File: config.mk
export PLATFORM = sky130hd
export DESIGN_NAME = bars_regs
export DESIGN_NICKNAME = d
export VERILOG_FILES = /design/src/shared/bars_pkg.sv /design/src/bars_regs.sv
export SDC_FILE = /design/constraint.sdc
export NUM_CORES = 1
export LEC_CHECK = 0
export BUFFER_PORTS_ARGS = -buffer_cell sky130_fd_sc_hd__buf_2
export CAP_MARGIN = 20
export CORE_AREA = 2 2 209 211
export CTS_BUF_LIST = sky130_fd_sc_hd__clkbuf_4 sky130_fd_sc_hd__clkbuf_8
export DETAILED_ROUTE_END_ITERATION = 7
export DIE_AREA = 0 0 211 213
export GPL_ROUTABILITY_DRIVEN = 0
export PLACE_DENSITY = 0.81
export SYNTH_ARGS = -nofsm -noshare
export SYNTH_HDL_FRONTEND = slang
export SYNTH_SLANG_ARGS = --single-unit
File: constraint.sdc
create_clock -name clk_sys -period 13.28 [get_ports clk_sys]
set_input_delay 1.328 -clock clk_sys [delete_from_list [all_inputs] [get_ports clk_sys]]
set_output_delay 1.328 -clock clk_sys [all_outputs]
set_load 0.1 [all_outputs]
File: src/shared/bars_pkg.sv
// Offsets, field layouts and reset values of the bridge auxiliary register set
package bars_pkg;
   // Register byte offsets
   localparam logic [11:0] OFS_SYS_ERR_RESP = 12'h040;
   localparam logic [11:0] OFS_ERR_INFO = 12'h044;
   localparam logic [11:0] OFS_PCI_ERR_RESP = 12'h048;
   localparam logic [11:0] OFS_FBB_EN = 12'h05C;
   localparam logic [11:0] OFS_WIN_EN = 12'h060;
   localparam logic [11:0] OFS_CFG_ADDR = 12'h064;
   localparam logic [11:0] OFS_CFG_DATA = 12'h068;
   localparam logic [11:0] OFS_IO_DATA = 12'h06C;
   localparam logic [11:0] OFS_MEM_DATA = 12'h070;
   localparam logic [11:0] OFS_FEATURE_ID = 12'h7B4;
   localparam logic [11:0] OFS_SYS_ARB_MASK = 12'h800;
   localparam logic [11:0] OFS_PCI_ARB_MASK = 12'h804;
   localparam logic [11:0] OFS_PCI_ARB_PRIO = 12'h808;
   localparam logic [11:0] OFS_ARB_MODE = 12'h80C;
   localparam logic [11:0] OFS_PCI_CMD = 12'h810;
   localparam logic [11:0] OFS_PCI_STS = 12'h814;
   localparam logic [11:0] OFS_MLAT = 12'h81C;
   localparam logic [11:0] OFS_FEAT_EN = 12'h820;
   localparam logic [11:0] OFS_RD_HINTS = 12'h824;
   localparam logic [11:0] OFS_WR_HINTS = 12'h828;
   localparam logic [11:0] OFS_TLAT = 12'h830;
   // Error information bit positions
   localparam int ERR_SYS_VALID_BIT = 0;
   localparam int ERR_PCI_VALID_BIT = 1;
   localparam int ERR_SYS_NONMST_BIT = 2;
   localparam int ERR_PCI_NONMST_BIT = 3;
   // Fixed values and masks
   localparam logic [31:0] FEATURE_ID_VALUE = 32'h0000_0001;
   localparam logic [31:0] WIN_EN_WR_MASK = 32'h7FFF_FFFE;
   localparam logic [7:0] PCI_CMD_WR_MASK = 8'hEF;
   localparam logic [7:0] PCI_STS_STICKY = 8'h9F;
   localparam logic [7:0] PCI_STS_FIXED = 8'h20;
   localparam logic [8:0] PCI_STS_FBBC = 9'h100;
   localparam logic [7:0] MLAT_WR_MASK = 8'hF8;
   localparam logic [7:0] TLAT_WR_MASK = 8'hFC;
   localparam int TLAT_EN_BIT = 7;
   localparam logic [6:0] TLAT_DEFAULT_COUNT = 7'h08;
   localparam int WIN_LSB = 23;
   // Reset value shared by all writable state
   localparam logic [31:0] RESET_VALUE = 32'h0000_0000;
endpackage

File: src/bars_regs.sv
// Auxiliary and version-dependent register set of the system-bus to PCI bridge
// How it works
// - System-bus error captures the address the bridge drove into system responder register.
// - PCI error captures the address the bridge drove into PCI responder register.
// - System responder address is meaningful only while info bit 0 is one.
// - PCI responder address is meaningful only while info bit 1 is one.
// - System-bus error in a non-bridge-mastered transaction sets info bit 2.
// - PCI error in a non-bridge-mastered transaction sets info bit 3.
// - Bit 0 of fast back-to-back register enables fast writes; others read zero.
// - Fast back-to-back enable comes up cleared.
// - Window enable register holds one bit per 8MB window, 32 windows.
// - System-bus transactions forward to PCI only inside an enabled window.
// - Topmost window enable bit is hardwired to zero.
// - Lowest window enable bit is hardwired to zero.
// - Feature identification register always reads 0x0000_0001.
// - Any write to PCI status clears its recorded status; reads return events.
// - System arbitration mask register masks the bridge's system-bus request line.
// - PCI arbitration mask masks request lines of PCI devices on the arbiter.
// - Seven-bit PCI priority field selects the built-in arbiter scheme.
// - Arbitration mode holds two bits for performance-mode arbitration.
// - Master latency timer value, in PCI clocks, used as PCI master.
// - Target latency register sets subsequent-latency count as PCI target.
// - Config address port holds indirect target address; config data port carries data.
// - Separate data ports carry indirect PCI I/O and memory data.
// - I/O clear command clears every PCI status bit not hardwired.
`timescale 1ns/1ps
module bars_regs
   import bars_pkg::*;
(
   // Clock, reset, enable
   input wire logic clk_sys,
   input wire logic reset,
   input wire logic clk_en,
   // Register port
   input wire logic [11:0] reg_addr,
   input wire logic [31:0] reg_wr_data,
   input wire logic reg_wr_en,
   input wire logic reg_rd_en,
   output logic [31:0] reg_rd_data,
   // Error events from the bus engines
   input wire logic sys_err_event,
   input wire logic [31:0] sys_err_addr,
   input wire logic sys_err_non_master,
   input wire logic pci_err_event,
   input wire logic [31:0] pci_err_addr,
   input wire logic pci_err_non_master,
   // PCI status events and the I/O clear command
   input wire logic [7:0] pci_status_set,
   input wire logic io_clear_cmd,
   // System-bus transaction decode
   input wire logic sys_txn_valid,
   input wire logic [31:0] sys_txn_addr,
   output logic fwd_to_pci,
   // Configuration towards the engines
   output logic fbb_enable,
   output logic [31:0] window_enable,
   output logic [31:0] sys_arb_mask,
   output logic [31:0] pci_arb_mask,
   output logic [6:0] pci_arb_priority,
   output logic [1:0] arb_mode,
   output logic [7:0] pci_command,
   output logic [7:0] master_latency,
   output logic [6:0] target_latency_count,
   output logic [31:0] config_address,
   output logic [31:0] config_data,
   output logic [31:0] io_data,
   output logic [31:0] memory_data,
   output logic [31:0] feature_enable,
   output logic [31:0] read_hints,
   output logic [31:0] write_hints
);

   // Window index of a system-bus address
   function automatic logic [4:0] bars_win_idx(input logic [31:0] a);
      bars_win_idx = a[WIN_LSB +: 5];
   endfunction

   logic [31:0] sys_resp_reg;
   logic [31:0] pci_resp_reg;
   logic [3:0] err_info_reg;
   logic [7:0] pci_sts_reg;
   logic [7:0] tlat_reg;
   logic [31:0] rd_data_next;
   logic wr_hit_sts;

   assign wr_hit_sts = reg_wr_en && (reg_addr == OFS_PCI_STS);

   // System-side error capture, first error held until clear
   always_ff @(posedge clk_sys or posedge reset) begin
      if (reset) begin
         sys_resp_reg <= RESET_VALUE;
      end else if (clk_en && sys_err_event && !err_info_reg[ERR_SYS_VALID_BIT]) begin
         sys_resp_reg <= sys_err_addr;
      end
   end

   // PCI-side error capture, first error held until clear
   always_ff @(posedge clk_sys or posedge reset) begin
      if (reset) begin
         pci_resp_reg <= RESET_VALUE;
      end else if (clk_en && pci_err_event && !err_info_reg[ERR_PCI_VALID_BIT]) begin
         pci_resp_reg <= pci_err_addr;
      end
   end

   // Error information flags; set wins over the clear command, writes ignored
   always_ff @(posedge clk_sys or posedge reset) begin
      if (reset) begin
         err_info_reg <= 4'h0;
      end else if (clk_en) begin
         err_info_reg <= (io_clear_cmd ? 4'h0 : err_info_reg) | {
            pci_err_event && pci_err_non_master,
            sys_err_event && sys_err_non_master,
            pci_err_event,
            sys_err_event};
      end
   end

   // PCI status: write or clear command empties it, events set, set wins
   always_ff @(posedge clk_sys or posedge reset) begin
      if (reset) begin
         pci_sts_reg <= 8'h00;
      end else if (clk_en) begin
         pci_sts_reg <= ((wr_hit_sts || io_clear_cmd) ? 8'h00 : pci_sts_reg)
            | (pci_status_set & PCI_STS_STICKY);
      end
   end

   // Software-writable control registers
   always_ff @(posedge clk_sys or posedge reset) begin
      if (reset) begin
         fbb_enable <= 1'b0;
         window_enable <= RESET_VALUE;
         sys_arb_mask <= RESET_VALUE;
         pci_arb_mask <= RESET_VALUE;
         pci_arb_priority <= 7'h00;
         arb_mode <= 2'h0;
         pci_command <= 8'h00;
         master_latency <= 8'h00;
         tlat_reg <= 8'h00;
         config_address <= RESET_VALUE;
         config_data <= RESET_VALUE;
         io_data <= RESET_VALUE;
         memory_data <= RESET_VALUE;
         feature_enable <= RESET_VALUE;
         read_hints <= RESET_VALUE;
         write_hints <= RESET_VALUE;
      end else if (clk_en && reg_wr_en) begin
         case (reg_addr)
            OFS_FBB_EN: fbb_enable <= reg_wr_data[0];
            OFS_WIN_EN: window_enable <= reg_wr_data & WIN_EN_WR_MASK;
            OFS_SYS_ARB_MASK: sys_arb_mask <= reg_wr_data;
            OFS_PCI_ARB_MASK: pci_arb_mask <= reg_wr_data;
            OFS_PCI_ARB_PRIO: pci_arb_priority <= reg_wr_data[6:0];
            OFS_ARB_MODE: arb_mode <= reg_wr_data[1:0];
            OFS_PCI_CMD: pci_command <= reg_wr_data[7:0] & PCI_CMD_WR_MASK;
            OFS_MLAT: master_latency <= reg_wr_data[7:0] & MLAT_WR_MASK;
            OFS_TLAT: tlat_reg <= reg_wr_data[7:0] & TLAT_WR_MASK;
            OFS_CFG_ADDR: config_address <= reg_wr_data;
            OFS_CFG_DATA: config_data <= reg_wr_data;
            OFS_IO_DATA: io_data <= reg_wr_data;
            OFS_MEM_DATA: memory_data <= reg_wr_data;
            OFS_FEAT_EN: feature_enable <= reg_wr_data;
            OFS_RD_HINTS: read_hints <= reg_wr_data;
            OFS_WR_HINTS: write_hints <= reg_wr_data;
            default: ;
         endcase
      end
   end

   // Effective target latency count, fixed default when not enabled
   always_ff @(posedge clk_sys or posedge reset) begin
      if (reset) begin
         target_latency_count <= TLAT_DEFAULT_COUNT;
      end else if (clk_en) begin
         target_latency_count <= tlat_reg[TLAT_EN_BIT] ? tlat_reg[6:0] : TLAT_DEFAULT_COUNT;
      end
   end

   // Forwarding decision for a system-bus transaction
   always_ff @(posedge clk_sys or posedge reset) begin
      if (reset) begin
         fwd_to_pci <= 1'b0;
      end else if (clk_en) begin
         fwd_to_pci <= sys_txn_valid && window_enable[bars_win_idx(sys_txn_addr)];
      end
   end

   // Read multiplexer; unmapped offsets read zero
   always_comb begin
      rd_data_next = 32'h0000_0000;
      case (reg_addr)
         OFS_SYS_ERR_RESP: rd_data_next = sys_resp_reg;
         OFS_ERR_INFO: rd_data_next = {28'h0000000, err_info_reg};
         OFS_PCI_ERR_RESP: rd_data_next = pci_resp_reg;
         OFS_FBB_EN: rd_data_next = {31'h00000000, fbb_enable};
         OFS_WIN_EN: rd_data_next = window_enable;
         OFS_CFG_ADDR: rd_data_next = config_address;
         OFS_CFG_DATA: rd_data_next = config_data;
         OFS_IO_DATA: rd_data_next = io_data;
         OFS_MEM_DATA: rd_data_next = memory_data;
         OFS_FEATURE_ID: rd_data_next = FEATURE_ID_VALUE;
         OFS_SYS_ARB_MASK: rd_data_next = sys_arb_mask;
         OFS_PCI_ARB_MASK: rd_data_next = pci_arb_mask;
         OFS_PCI_ARB_PRIO: rd_data_next = {25'h0000000, pci_arb_priority};
         OFS_ARB_MODE: rd_data_next = {30'h00000000, arb_mode};
         OFS_PCI_CMD: rd_data_next = {24'h000000, pci_command};
         OFS_PCI_STS: rd_data_next = {23'h000000, PCI_STS_FBBC[8], pci_sts_reg | PCI_STS_FIXED};
         OFS_MLAT: rd_data_next = {24'h000000, master_latency};
         OFS_FEAT_EN: rd_data_next = feature_enable;
         OFS_RD_HINTS: rd_data_next = read_hints;
         OFS_WR_HINTS: rd_data_next = write_hints;
         OFS_TLAT: rd_data_next = {24'h000000, tlat_reg};
         default: rd_data_next = 32'h0000_0000;
      endcase
   end

   // Read data stand one cycle after the strobe, zero otherwise
   always_ff @(posedge clk_sys or posedge reset) begin
      if (reset) begin
         reg_rd_data <= RESET_VALUE;
      end else if (clk_en) begin
         reg_rd_data <= reg_rd_en ? rd_data_next : 32'h0000_0000;
      end
   end

   // Checks on the register behaviour
   AST_SYS_CAPTURE: assert property (@(posedge clk_sys) disable iff (reset)
      clk_en && sys_err_event && !err_info_reg[0] |=> sys_resp_reg == $past(sys_err_addr))
      else $error("system responder address not captured");
   AST_PCI_CAPTURE: assert property (@(posedge clk_sys) disable iff (reset)
      clk_en && pci_err_event && !err_info_reg[1] |=> pci_resp_reg == $past(pci_err_addr))
      else $error("PCI responder address not captured");
   AST_SYS_VALID: assert property (@(posedge clk_sys) disable iff (reset)
      clk_en && sys_err_event |=> err_info_reg[0])
      else $error("system valid flag not set");
   AST_PCI_VALID: assert property (@(posedge clk_sys) disable iff (reset)
      clk_en && pci_err_event |=> err_info_reg[1])
      else $error("PCI valid flag not set");
   AST_SYS_NONMST: assert property (@(posedge clk_sys) disable iff (reset)
      clk_en && sys_err_event && sys_err_non_master |=> err_info_reg[2])
      else $error("system non-master flag lost");
   AST_PCI_NONMST: assert property (@(posedge clk_sys) disable iff (reset)
      clk_en && pci_err_event && pci_err_non_master |=> err_info_reg[3])
      else $error("PCI non-master flag lost");
   AST_FBB_READ: assert property (@(posedge clk_sys) disable iff (reset)
      clk_en && reg_rd_en && reg_addr == OFS_FBB_EN |=> reg_rd_data[31:1] == 31'h0
         && reg_rd_data[0] == $past(fbb_enable))
      else $error("fast back-to-back read wrong");
   AST_WIN_HARD: assert property (@(posedge clk_sys) disable iff (reset)
      !window_enable[31] && !window_enable[0])
      else $error("hardwired window bit set");
   AST_FORWARD: assert property (@(posedge clk_sys) disable iff (reset)
      clk_en && sys_txn_valid ##1 clk_en[*1] |-> fwd_to_pci ==
         $past(window_enable[bars_win_idx(sys_txn_addr)]))
      else $error("forward decision wrong");
   AST_FEATURE_ID: assert property (@(posedge clk_sys) disable iff (reset)
      clk_en && reg_rd_en && reg_addr == OFS_FEATURE_ID |=> reg_rd_data == 32'h0000_0001)
      else $error("feature id read wrong");
   AST_STS_CLEAR: assert property (@(posedge clk_sys) disable iff (reset)
      clk_en && wr_hit_sts && pci_status_set == 8'h00 |=> pci_sts_reg == 8'h00)
      else $error("status write did not clear");
   AST_STS_CMD_CLEAR: assert property (@(posedge clk_sys) disable iff (reset)
      clk_en && io_clear_cmd |=> pci_sts_reg == ($past(pci_status_set) & 8'h9F))
      else $error("clear command result wrong");
   AST_INFO_RO: assert property (@(posedge clk_sys) disable iff (reset)
      clk_en && reg_wr_en && reg_addr == OFS_ERR_INFO && !sys_err_event && !pci_err_event
         && !io_clear_cmd |=> $stable(err_info_reg))
      else $error("error info changed by write");
   AST_SYS_RESP_RO: assert property (@(posedge clk_sys) disable iff (reset)
      clk_en && reg_wr_en && reg_addr == OFS_SYS_ERR_RESP && !sys_err_event |=> $stable(sys_resp_reg))
      else $error("system responder changed by write");
   AST_PCI_RESP_RO: assert property (@(posedge clk_sys) disable iff (reset)
      clk_en && reg_wr_en && reg_addr == OFS_PCI_ERR_RESP && !pci_err_event |=> $stable(pci_resp_reg))
      else $error("PCI responder changed by write");
   AST_STS_READ: assert property (@(posedge clk_sys) disable iff (reset)
      clk_en && reg_rd_en && reg_addr == OFS_PCI_STS |=> reg_rd_data[31:8] == 24'h000001 && reg_rd_data[6:5] == 2'h1)
      else $error("status fixed bits wrong");

   // Checks on the write paths of the control registers
   AST_FBB_WRITE: assert property (@(posedge clk_sys) disable iff (reset)
      clk_en && reg_wr_en && reg_addr == OFS_FBB_EN |=>
         fbb_enable == $past(reg_wr_data[0]))
      else $error("fast back-to-back enable not written");
   AST_WIN_WRITE: assert property (@(posedge clk_sys) disable iff (reset)
      clk_en && reg_wr_en && reg_addr == OFS_WIN_EN |=>
         window_enable == ($past(reg_wr_data) & 32'h7FFF_FFFE))
      else $error("window enable not written");
   AST_SYS_MASK: assert property (@(posedge clk_sys) disable iff (reset)
      clk_en && reg_wr_en && reg_addr == OFS_SYS_ARB_MASK |=>
         sys_arb_mask == $past(reg_wr_data))
      else $error("system arbitration mask not written");
   AST_PCI_MASK: assert property (@(posedge clk_sys) disable iff (reset)
      clk_en && reg_wr_en && reg_addr == OFS_PCI_ARB_MASK |=>
         pci_arb_mask == $past(reg_wr_data))
      else $error("PCI arbitration mask not written");
   AST_ARB_PRIO: assert property (@(posedge clk_sys) disable iff (reset)
      clk_en && reg_wr_en && reg_addr == OFS_PCI_ARB_PRIO |=>
         pci_arb_priority == $past(reg_wr_data[6:0]))
      else $error("arbitration priority not written");
   AST_ARB_MODE: assert property (@(posedge clk_sys) disable iff (reset)
      clk_en && reg_wr_en && reg_addr == OFS_ARB_MODE |=>
         arb_mode == $past(reg_wr_data[1:0]))
      else $error("arbitration mode not written");
   AST_MLAT_WRITE: assert property (@(posedge clk_sys) disable iff (reset)
      clk_en && reg_wr_en && reg_addr == OFS_MLAT |=>
         master_latency == ($past(reg_wr_data[7:0]) & 8'hF8))
      else $error("master latency not written");
   AST_CFG_ADDR: assert property (@(posedge clk_sys) disable iff (reset)
      clk_en && reg_wr_en && reg_addr == OFS_CFG_ADDR |=>
         config_address == $past(reg_wr_data))
      else $error("config address not written");
   AST_CFG_DATA: assert property (@(posedge clk_sys) disable iff (reset)
      clk_en && reg_wr_en && reg_addr == OFS_CFG_DATA |=>
         config_data == $past(reg_wr_data))
      else $error("config data not written");
   AST_IO_DATA: assert property (@(posedge clk_sys) disable iff (reset)
      clk_en && reg_wr_en && reg_addr == OFS_IO_DATA |=>
         io_data == $past(reg_wr_data))
      else $error("I/O data not written");
   AST_MEM_DATA: assert property (@(posedge clk_sys) disable iff (reset)
      clk_en && reg_wr_en && reg_addr == OFS_MEM_DATA |=>
         memory_data == $past(reg_wr_data))
      else $error("memory data not written");

   // Checks on derived values, hardwired bits and the read port
   AST_TLAT_COUNT: assert property (@(posedge clk_sys) disable iff (reset)
      clk_en |=> target_latency_count == ($past(tlat_reg[7]) ? $past(tlat_reg[6:0]) : 7'h08))
      else $error("target latency count wrong");
   AST_MLAT_LOW: assert property (@(posedge clk_sys) disable iff (reset)
      master_latency[2:0] == 3'h0)
      else $error("master latency low bits set");
   AST_CMD_BIT4: assert property (@(posedge clk_sys) disable iff (reset)
      !pci_command[4])
      else $error("command bit 4 set");
   AST_RD_IDLE: assert property (@(posedge clk_sys) disable iff (reset)
      clk_en && !reg_rd_en |=> reg_rd_data == 32'h0000_0000)
      else $error("read data not zero outside a read");
   AST_UNMAPPED_READ: assert property (@(posedge clk_sys) disable iff (reset)
      clk_en && reg_rd_en && reg_addr == 12'h818 |=> reg_rd_data == 32'h0000_0000)
      else $error("unmapped offset read non-zero");
   AST_FREEZE: assert property (@(posedge clk_sys) disable iff (reset)
      !clk_en |=> $stable(reg_rd_data) && $stable(sys_arb_mask) && $stable(err_info_reg))
      else $error("state moved while enable low");

   // Scenario covers
   COV_SYS_ERR: cover property (@(posedge clk_sys) disable iff (reset)
      clk_en && sys_err_event ##1 clk_en && reg_rd_en && reg_addr == OFS_SYS_ERR_RESP);
   COV_STS_WRITE: cover property (@(posedge clk_sys) disable iff (reset)
      pci_sts_reg != 8'h00 ##1 clk_en && wr_hit_sts);
   COV_FORWARD: cover property (@(posedge clk_sys) disable iff (reset) fwd_to_pci);
   COV_SET_AND_CLEAR: cover property (@(posedge clk_sys) disable iff (reset)
      clk_en && io_clear_cmd && pci_err_event);

endmodule // bars_regs

==> key figures, run 1 <==
Worst setup path
  • Worst path cell trace: buf_2, or4b_1, or4_1, a21o_1, a31oi_1, nand2_2, a32oi_1
  • Setup CP Type: input pin to flop
  • Crit-path max cell delay: 780 ps
  • Worst-path maximum fanout: 26
  • Crit path required time: 13830 ps
  • Worst setup EP type: flop
  • Startpoint types: input pin
  • Crit path launch: reg_addr[2]
  • Worst path slowest cell: or4b_1
  • Reg2reg start: err_info_reg[0]
  • Arr. time, crit path: 4860 ps

Synth
  • Post-Synthesis Cell Area: roughly 21000 sq um
  • Mean post-synth cell area: approximately 13 sq um
  • Synth area leader: dfrtp_1
  • Sequential area share after synthesis: 54.3%
  • Synth Register Bits: 458
  • Synth Warn #: 0
  • Share of the synthesized area in the top cell type: 54.2%
  • Yosys cell types: 71
  • Cells after synthesis: 1616
  • Post-synth EDFFs: 0
  • Top FF cell, synth: dfrtp_1
  • Async SR Flop Fraction: 100%
  • Ranking of synthesized cells by area: dfrtp_1 54%, mux2_2 22%, a22oi_1 2.3%, mux2i_1 2.0%, mux4_2 1.3%

Global route
  • GR Layer Usage met2: about 64%
  • Met3 usage: 13.1%
  • Vias in the first global route: 18455
  • First-pass GRT wire length: 131 mm
  • Total track usage: 41.2%
  • GR peak layer: met2
  • Met1 Use GR: 50.9%
  • Antenna violations before repair: 7
  • Total grt overflow: 0
  • Largest net degree at the start of global routing: between 80 and 90

Placed design
  • Dpl cell area: 24300 sq um
  • Dpl cells: 2592
  • IO Port Bufs: approximately 510
  • Final HPWL DP: 62.9 mm

Power
  • Pwr Density: 120 nW/um^2
  • LEAKAGE: around 13 nW
  • VDD IR max: 102 uV

Clock network
  • Hold buffer count at cts: 0
  • Max clock buf depth: 3
  • Clk slew on worst S/H paths: about 60 ps
  • Clock sinks: 458
  • CTS Buf Count: just under 80
  • Post-CTS Setup Bufs: 0
  • H-tree depth: 3
  • Worst-Skew Late Latency: 660 ps
  • CTS tree: yes
  • Root Driver: clkbuf_8
  • Resized Gates After CTS: 0

Final layout
  • Post-layout util: 61.3%
  • Final #Nets: between 2000 and 2500
  • Design area: 26200 sq um
  • Finished Layout Cells: 2745
  • Layout cells sized above 1: around 54%
  • Area Overhead vs Synth: 24.0%

Floorplanning
  • Starting Density: between 40% and 50%
  • Core Region: 42700 sq um
  • FP Rows: 76
  • Ports: roughly 550
  • Die H: 213 microns
  • Die X: 211 microns
  • Die ar.: 44900 sq um

Timing
  • Setup violators final: 0
  • Crit share post-route: 32.5%
  • Fmax: 232 MHz
  • Slew Limit Fails: 0
  • Slew @ Worst Pin: 1150 ps
  • Rel. slew slack: between 20% and 30%
  • Crit path time final: 4310 ps
  • RSZ-0062 raised after global routing: false
  • Setup TNS: 0 ps
  • Final Skew: 21.3 ps
  • Final hold vios: 0

Routing
  • Final wirelength: 93.3 mm
  • Vias: approximately 18000
  • WL per Instance: 34.0 microns
  • Number of routed nets with antenna violations: 0
  • Drc violations: 0
  • DRT iter0 DRCs: 2329
  • Drt first pass iters: 6
  • Vias per cell: roughly 6.7

Flow run
  • MaxCap Viol Count: 0

Worst hold path
  • Hold path start: fwd_to_pci
  • Worst min-delay path class: flop to flop

Status
  • Status: finished, final reports clean
cell usage after synthesis, drive strengths merged, types with 3 or more instances:
library cell / n
or4: 3
a41oi: 4
nand3: 15
nor2b: 7
o21ai: 25
o211a: 3
buf: 79
a32oi: 20
a222oi: 6
nor4: 17
a2111oi: 11
o22ai: 14
mux4: 12
mux2i: 42
nor3: 30
nand3b: 3
nand2b: 6
nor2: 56
inv: 9
or3: 6
a31oi: 9
o211ai: 3
a311oi: 5
a221oi: 17
and4: 3
dfrtp: 457
and3: 4
mux2: 433
o2bb2ai: 24
nand4: 4
a22oi: 65
nand2: 60
clkbuf: 70
nor4b: 3
a21oi: 27
o41ai: 3
a32o: 9
a22o: 27
layout by cell type (no fill, tap or decap), types with 14 or more instances in the layout:
cell,instances
o22ai_1,14
clkbuf_4,30
buf_2,507
o21ai_0,24
a22oi_1,65
a32oi_1,20
mux2i_1,42
clkbuf_8,95
mux2_2,421
a22o_1,27
nor3_1,21
o2bb2ai_1,21
dfrtp_1,457
a21oi_1,27
nand2_1,56
a221oi_1,17
nand3_1,14
nor2_1,50
buf_4,65
worst paths after layout:
| check | end | cells past startpoint | slack, ps |
|---|---|---|---|
| setup / recovery | reg_rd_data[5] | 7 | 8970 |
| hold / removal | fwd_to_pci | 1 | 480 |
| setup reg to reg | sys_resp_reg[10] | 3 | 10930 |
| hold reg to reg | fwd_to_pci | 1 | 480 |
| max in group asynchronous | pci_resp_reg[7] | 4 | 10680 |
| min in group asynchronous | config_address[7] | 2 | 650 |
logic make-up (layout without fill, tap and decap cells):
kind of cell           count (synthesis)  count (layout)  synth area share [%]
AOI/OAI and AO/OA                    284             284                  10.4
and+or+nand+nor                      228             228                  5.63
buffers and inverters                158             727                  3.20
other                                  1              15                0.0178
DFF                                  458             458                  54.3
muxes                                487             487                  26.4
power breakdown:
group / switching (mW) / internal, mW / leakage (nW) / total, mW
clock network: 0.608 / 0.795 / 0.908 / 1.40
registers: 0.0336 / 1.45 / 6.23 / 1.48
logic: 0.178 / 0.0838 / 6.24 / 0.262
total: 0.820 / 2.33 / 13.4 / 3.15
layer usage:
layer	up-vias	share of wire [%]	routed length (microns)
li1	7135	-	-
met1	9187	35	33100
met2	1529	45	42100
met3	432	12	11500
met4	2	7.0	6500
met5	-	0.014	13
worst max-delay path, delay by kind of cell:
| family | cells | cell delay, ps |
|---|---|---|
| simple gates | 3 | 2030 |
| compound gates | 3 | 880 |
| buf+inv | 1 | 530 |
final cells by class:
| type | instances | area [sq um] |
|---|---|---|
| sequential | 458 | 11500 |
| fill | 3340 | 16500 |
| multi-input combinational | 1007 | 9110 |
| timing repair buffer | 576 | 3120 |
| tap | 546 | 683 |
| clock inverter | 17 | 193 |
| antenna | 7 | 17.5 |
| clock buffer | 125 | 1530 |
| inverter | 9 | 37.5 |
stage by stage:
step	power, mW	worst slack [ps]	hold WS, ps
6_report	3.15	8970	483
5_1_grt	3.23	9000	494
4_1_cts	3.14	8870	485
3_5_place_dp	1.76	8180	468
3_3_place_gp	1.75	8260	469
2_1_floorplan	1.66	5760	465
Power figures use the tool's default switching activity.
==> run 2: changes to the inputs <==
clock period = 3.78 ns   (was 13.28 ns; I/O delays follow)
==> run 2 against run 1 <==
Via count is 3.8% higher. Sequential power rose to 3.5 times the previous value. Clock power grew to 3.5 times the previous value. Sequential share of layout area shrank 1.7 points. First-iteration DRC count is 5.5% lower. Die area did not move. Critical path depth decreased by 1. Largest power group unchanged.
==> key figures, run 2 (synthesized netlist as in run 1, its figures left out) <==
Status
  • Status: finished, final reports clean

Routing
  • Vias per cell: 6.64
  • Vias: 18977
  • Drt first pass iters: 7
  • Final wirelength: 94.8 mm
  • Drc violations: 0
  • WL per Instance: 33.2 microns
  • Number of routed nets with antenna violations: 0
  • DRT iter0 DRCs: 2202

Worst setup path
  • Worst path slowest cell: nor2_1
  • Arr. time, crit path: 3200 ps
  • Startpoint types: input pin
  • CP top delay family: simple AND/OR/NAND/NOR gates
  • Crit-path max cell delay: roughly 890 ps
  • Setup CP Type: input pin to flop
  • Worst setup EP type: flop
  • Worst path cell trace: buf_2, or4b_2, nor2_1, buf_4, nand2_1, mux2_2
  • Crit path required time: 4320 ps
  • Worst-path maximum fanout: 12
  • Bufs and invs on worst path: 2

Power
  • Switching Share: 26.2%
  • VDD IR max: 319 uV
  • Pwr Density: 411 nW/um^2
  • Sequential share of power: 46.7%
  • Overall power: between 10 and 15 mW
  • Internal Power: about 8.2 mW
  • LEAKAGE: 13.9 nW
  • Combinational power share: 9.0%
  • Clock share of power: 44.3%
  • NetSw: 2.93 mW

Floorplanning
  • FP Rows: 76
  • Core Region: ~43000 sq um
  • Ports: 545
  • Die ar.: 44900 sq um
  • Starting Density: about half
  • Die H: between 200 and 250 microns
  • Die X: 211 microns

Global route
  • First-pass GRT wire length: 132 mm
  • Antenna violations before repair: 8
  • Total grt overflow: 0
  • Largest net degree at the start of global routing: 101
  • Vias in the first global route: between 15000 and 20000
  • Total track usage: 41.7%

Clock network
  • Root Driver: clkbuf_8
  • H-tree depth: 3
  • Resized Gates After CTS: 0
  • Clk slew on worst S/H paths: 60 ps
  • CTS tree: yes
  • CTS Buf Count: between 70 and 80
  • Clock sinks: roughly 460
  • Hold buffer count at cts: 73
  • Max clock buf depth: 3
  • Post-CTS Setup Bufs: 0
  • Worst-Skew Late Latency: 680 ps

Placed design
  • IO Port Bufs: 507
  • Final HPWL DP: ~66 mm
  • Dpl ws: 538 ps

Flow run
  • MaxCap Viol Count: 0

Timing
  • RSZ-0062 raised after global routing: false
  • Final Skew: 37.7 ps
  • Slew @ Worst Pin: 1100 ps
  • Setup TNS: 0 ps
  • Crit path time final: around 2700 ps
  • Rel. slew slack: a little over a quarter
  • Setup violators final: 0
  • Setup WS post-layout: between 1000 and 1500 ps
  • Fmax: 376 MHz
  • Crit share post-route: between 70% and 80%
  • Final hold vios: 0
  • Slew Limit Fails: 0

Final layout
  • Final #Nets: 2402
  • Post-layout util: between 60% and 70%
  • Register area: 11500 sq um
  • Most common cell after layout, fill and taps aside: buf_2
  • Multi-input gate area: approximately 9100 sq um
  • Filler instances: 3197
  • Most frequent cells in the layout: 507 x buf_2, 457 x dfrtp_1, 421 x mux2_2
  • Layout cells sized above 1: ~53%
  • Area Overhead vs Synth: 29.0%

Worst hold path
  • Worst min-delay path class: input pin to flop
[run 2: power by group through the flow]
| stage | sequential [mW] | clock (mW) | combinational (mW) |
|---|---|---|---|
| after detailed placement | 5.30 | 0 | 0.917 |
| after CTS | 5.22 | 4.96 | 0.981 |
| after global routing | 5.23 | 5.18 | 1.04 |
| after global placement | 5.29 | 0 | 0.892 |
| after floorplan | 5.34 | 0 | 0.488 |
| final | 5.23 | 4.95 | 1.00 |
[run 2: layout make-up]
cell class / instances / area share, %
tap: 546 / 2.51
clock buffer: 126 / 5.64
antenna: 8 / 0.0736
clock inverter: 18 / 0.708
sequential: 458 / 42.1
multi-input combinational: 1007 / 33.5
inverter: 9 / 0.138
timing repair buffer: 688 / 15.3
[run 2: final timing paths]
| check | start | endpoint | slack, ps | cells past startpoint |
|---|---|---|---|---|
| worst max-delay path | reg_addr[2] | pci_arb_priority[4] | 1120 | 6 |
| worst min-delay path | sys_err_addr[29] | sys_resp_reg[29] | 30 | 2 |
| worst max register to register | window_enable[1] | fwd_to_pci | 1760 | 6 |
| worst min register to register | reg_rd_data[16] | reg_rd_data[16] | 490 | 1 |
| max in group asynchronous | reset | sys_resp_reg[12] | 2070 | 5 |
| min in group asynchronous | reset | write_hints[0] | 470 | 3 |
[run 2: stage by stage]
stage	instance area, sq um	instances	hold WS (ps)
finish	27200	2860	29.4
global route	27200	2859	12.3
CTS	27200	2852	1.17
detailed placement	24700	2635	475
global placement	24700	2635	467
floorplan	21100	1623	465
[run 2: layer usage]
metal  vias to the layer above  track usage (%)  wire length, microns
met5                         -                0                    17
met4                         2             24.9                  6430
met3                       408             12.1                 11300
met2                      1616             65.7                 43400
met1                      9590             51.1                 33700
li1                       7361                -                     -
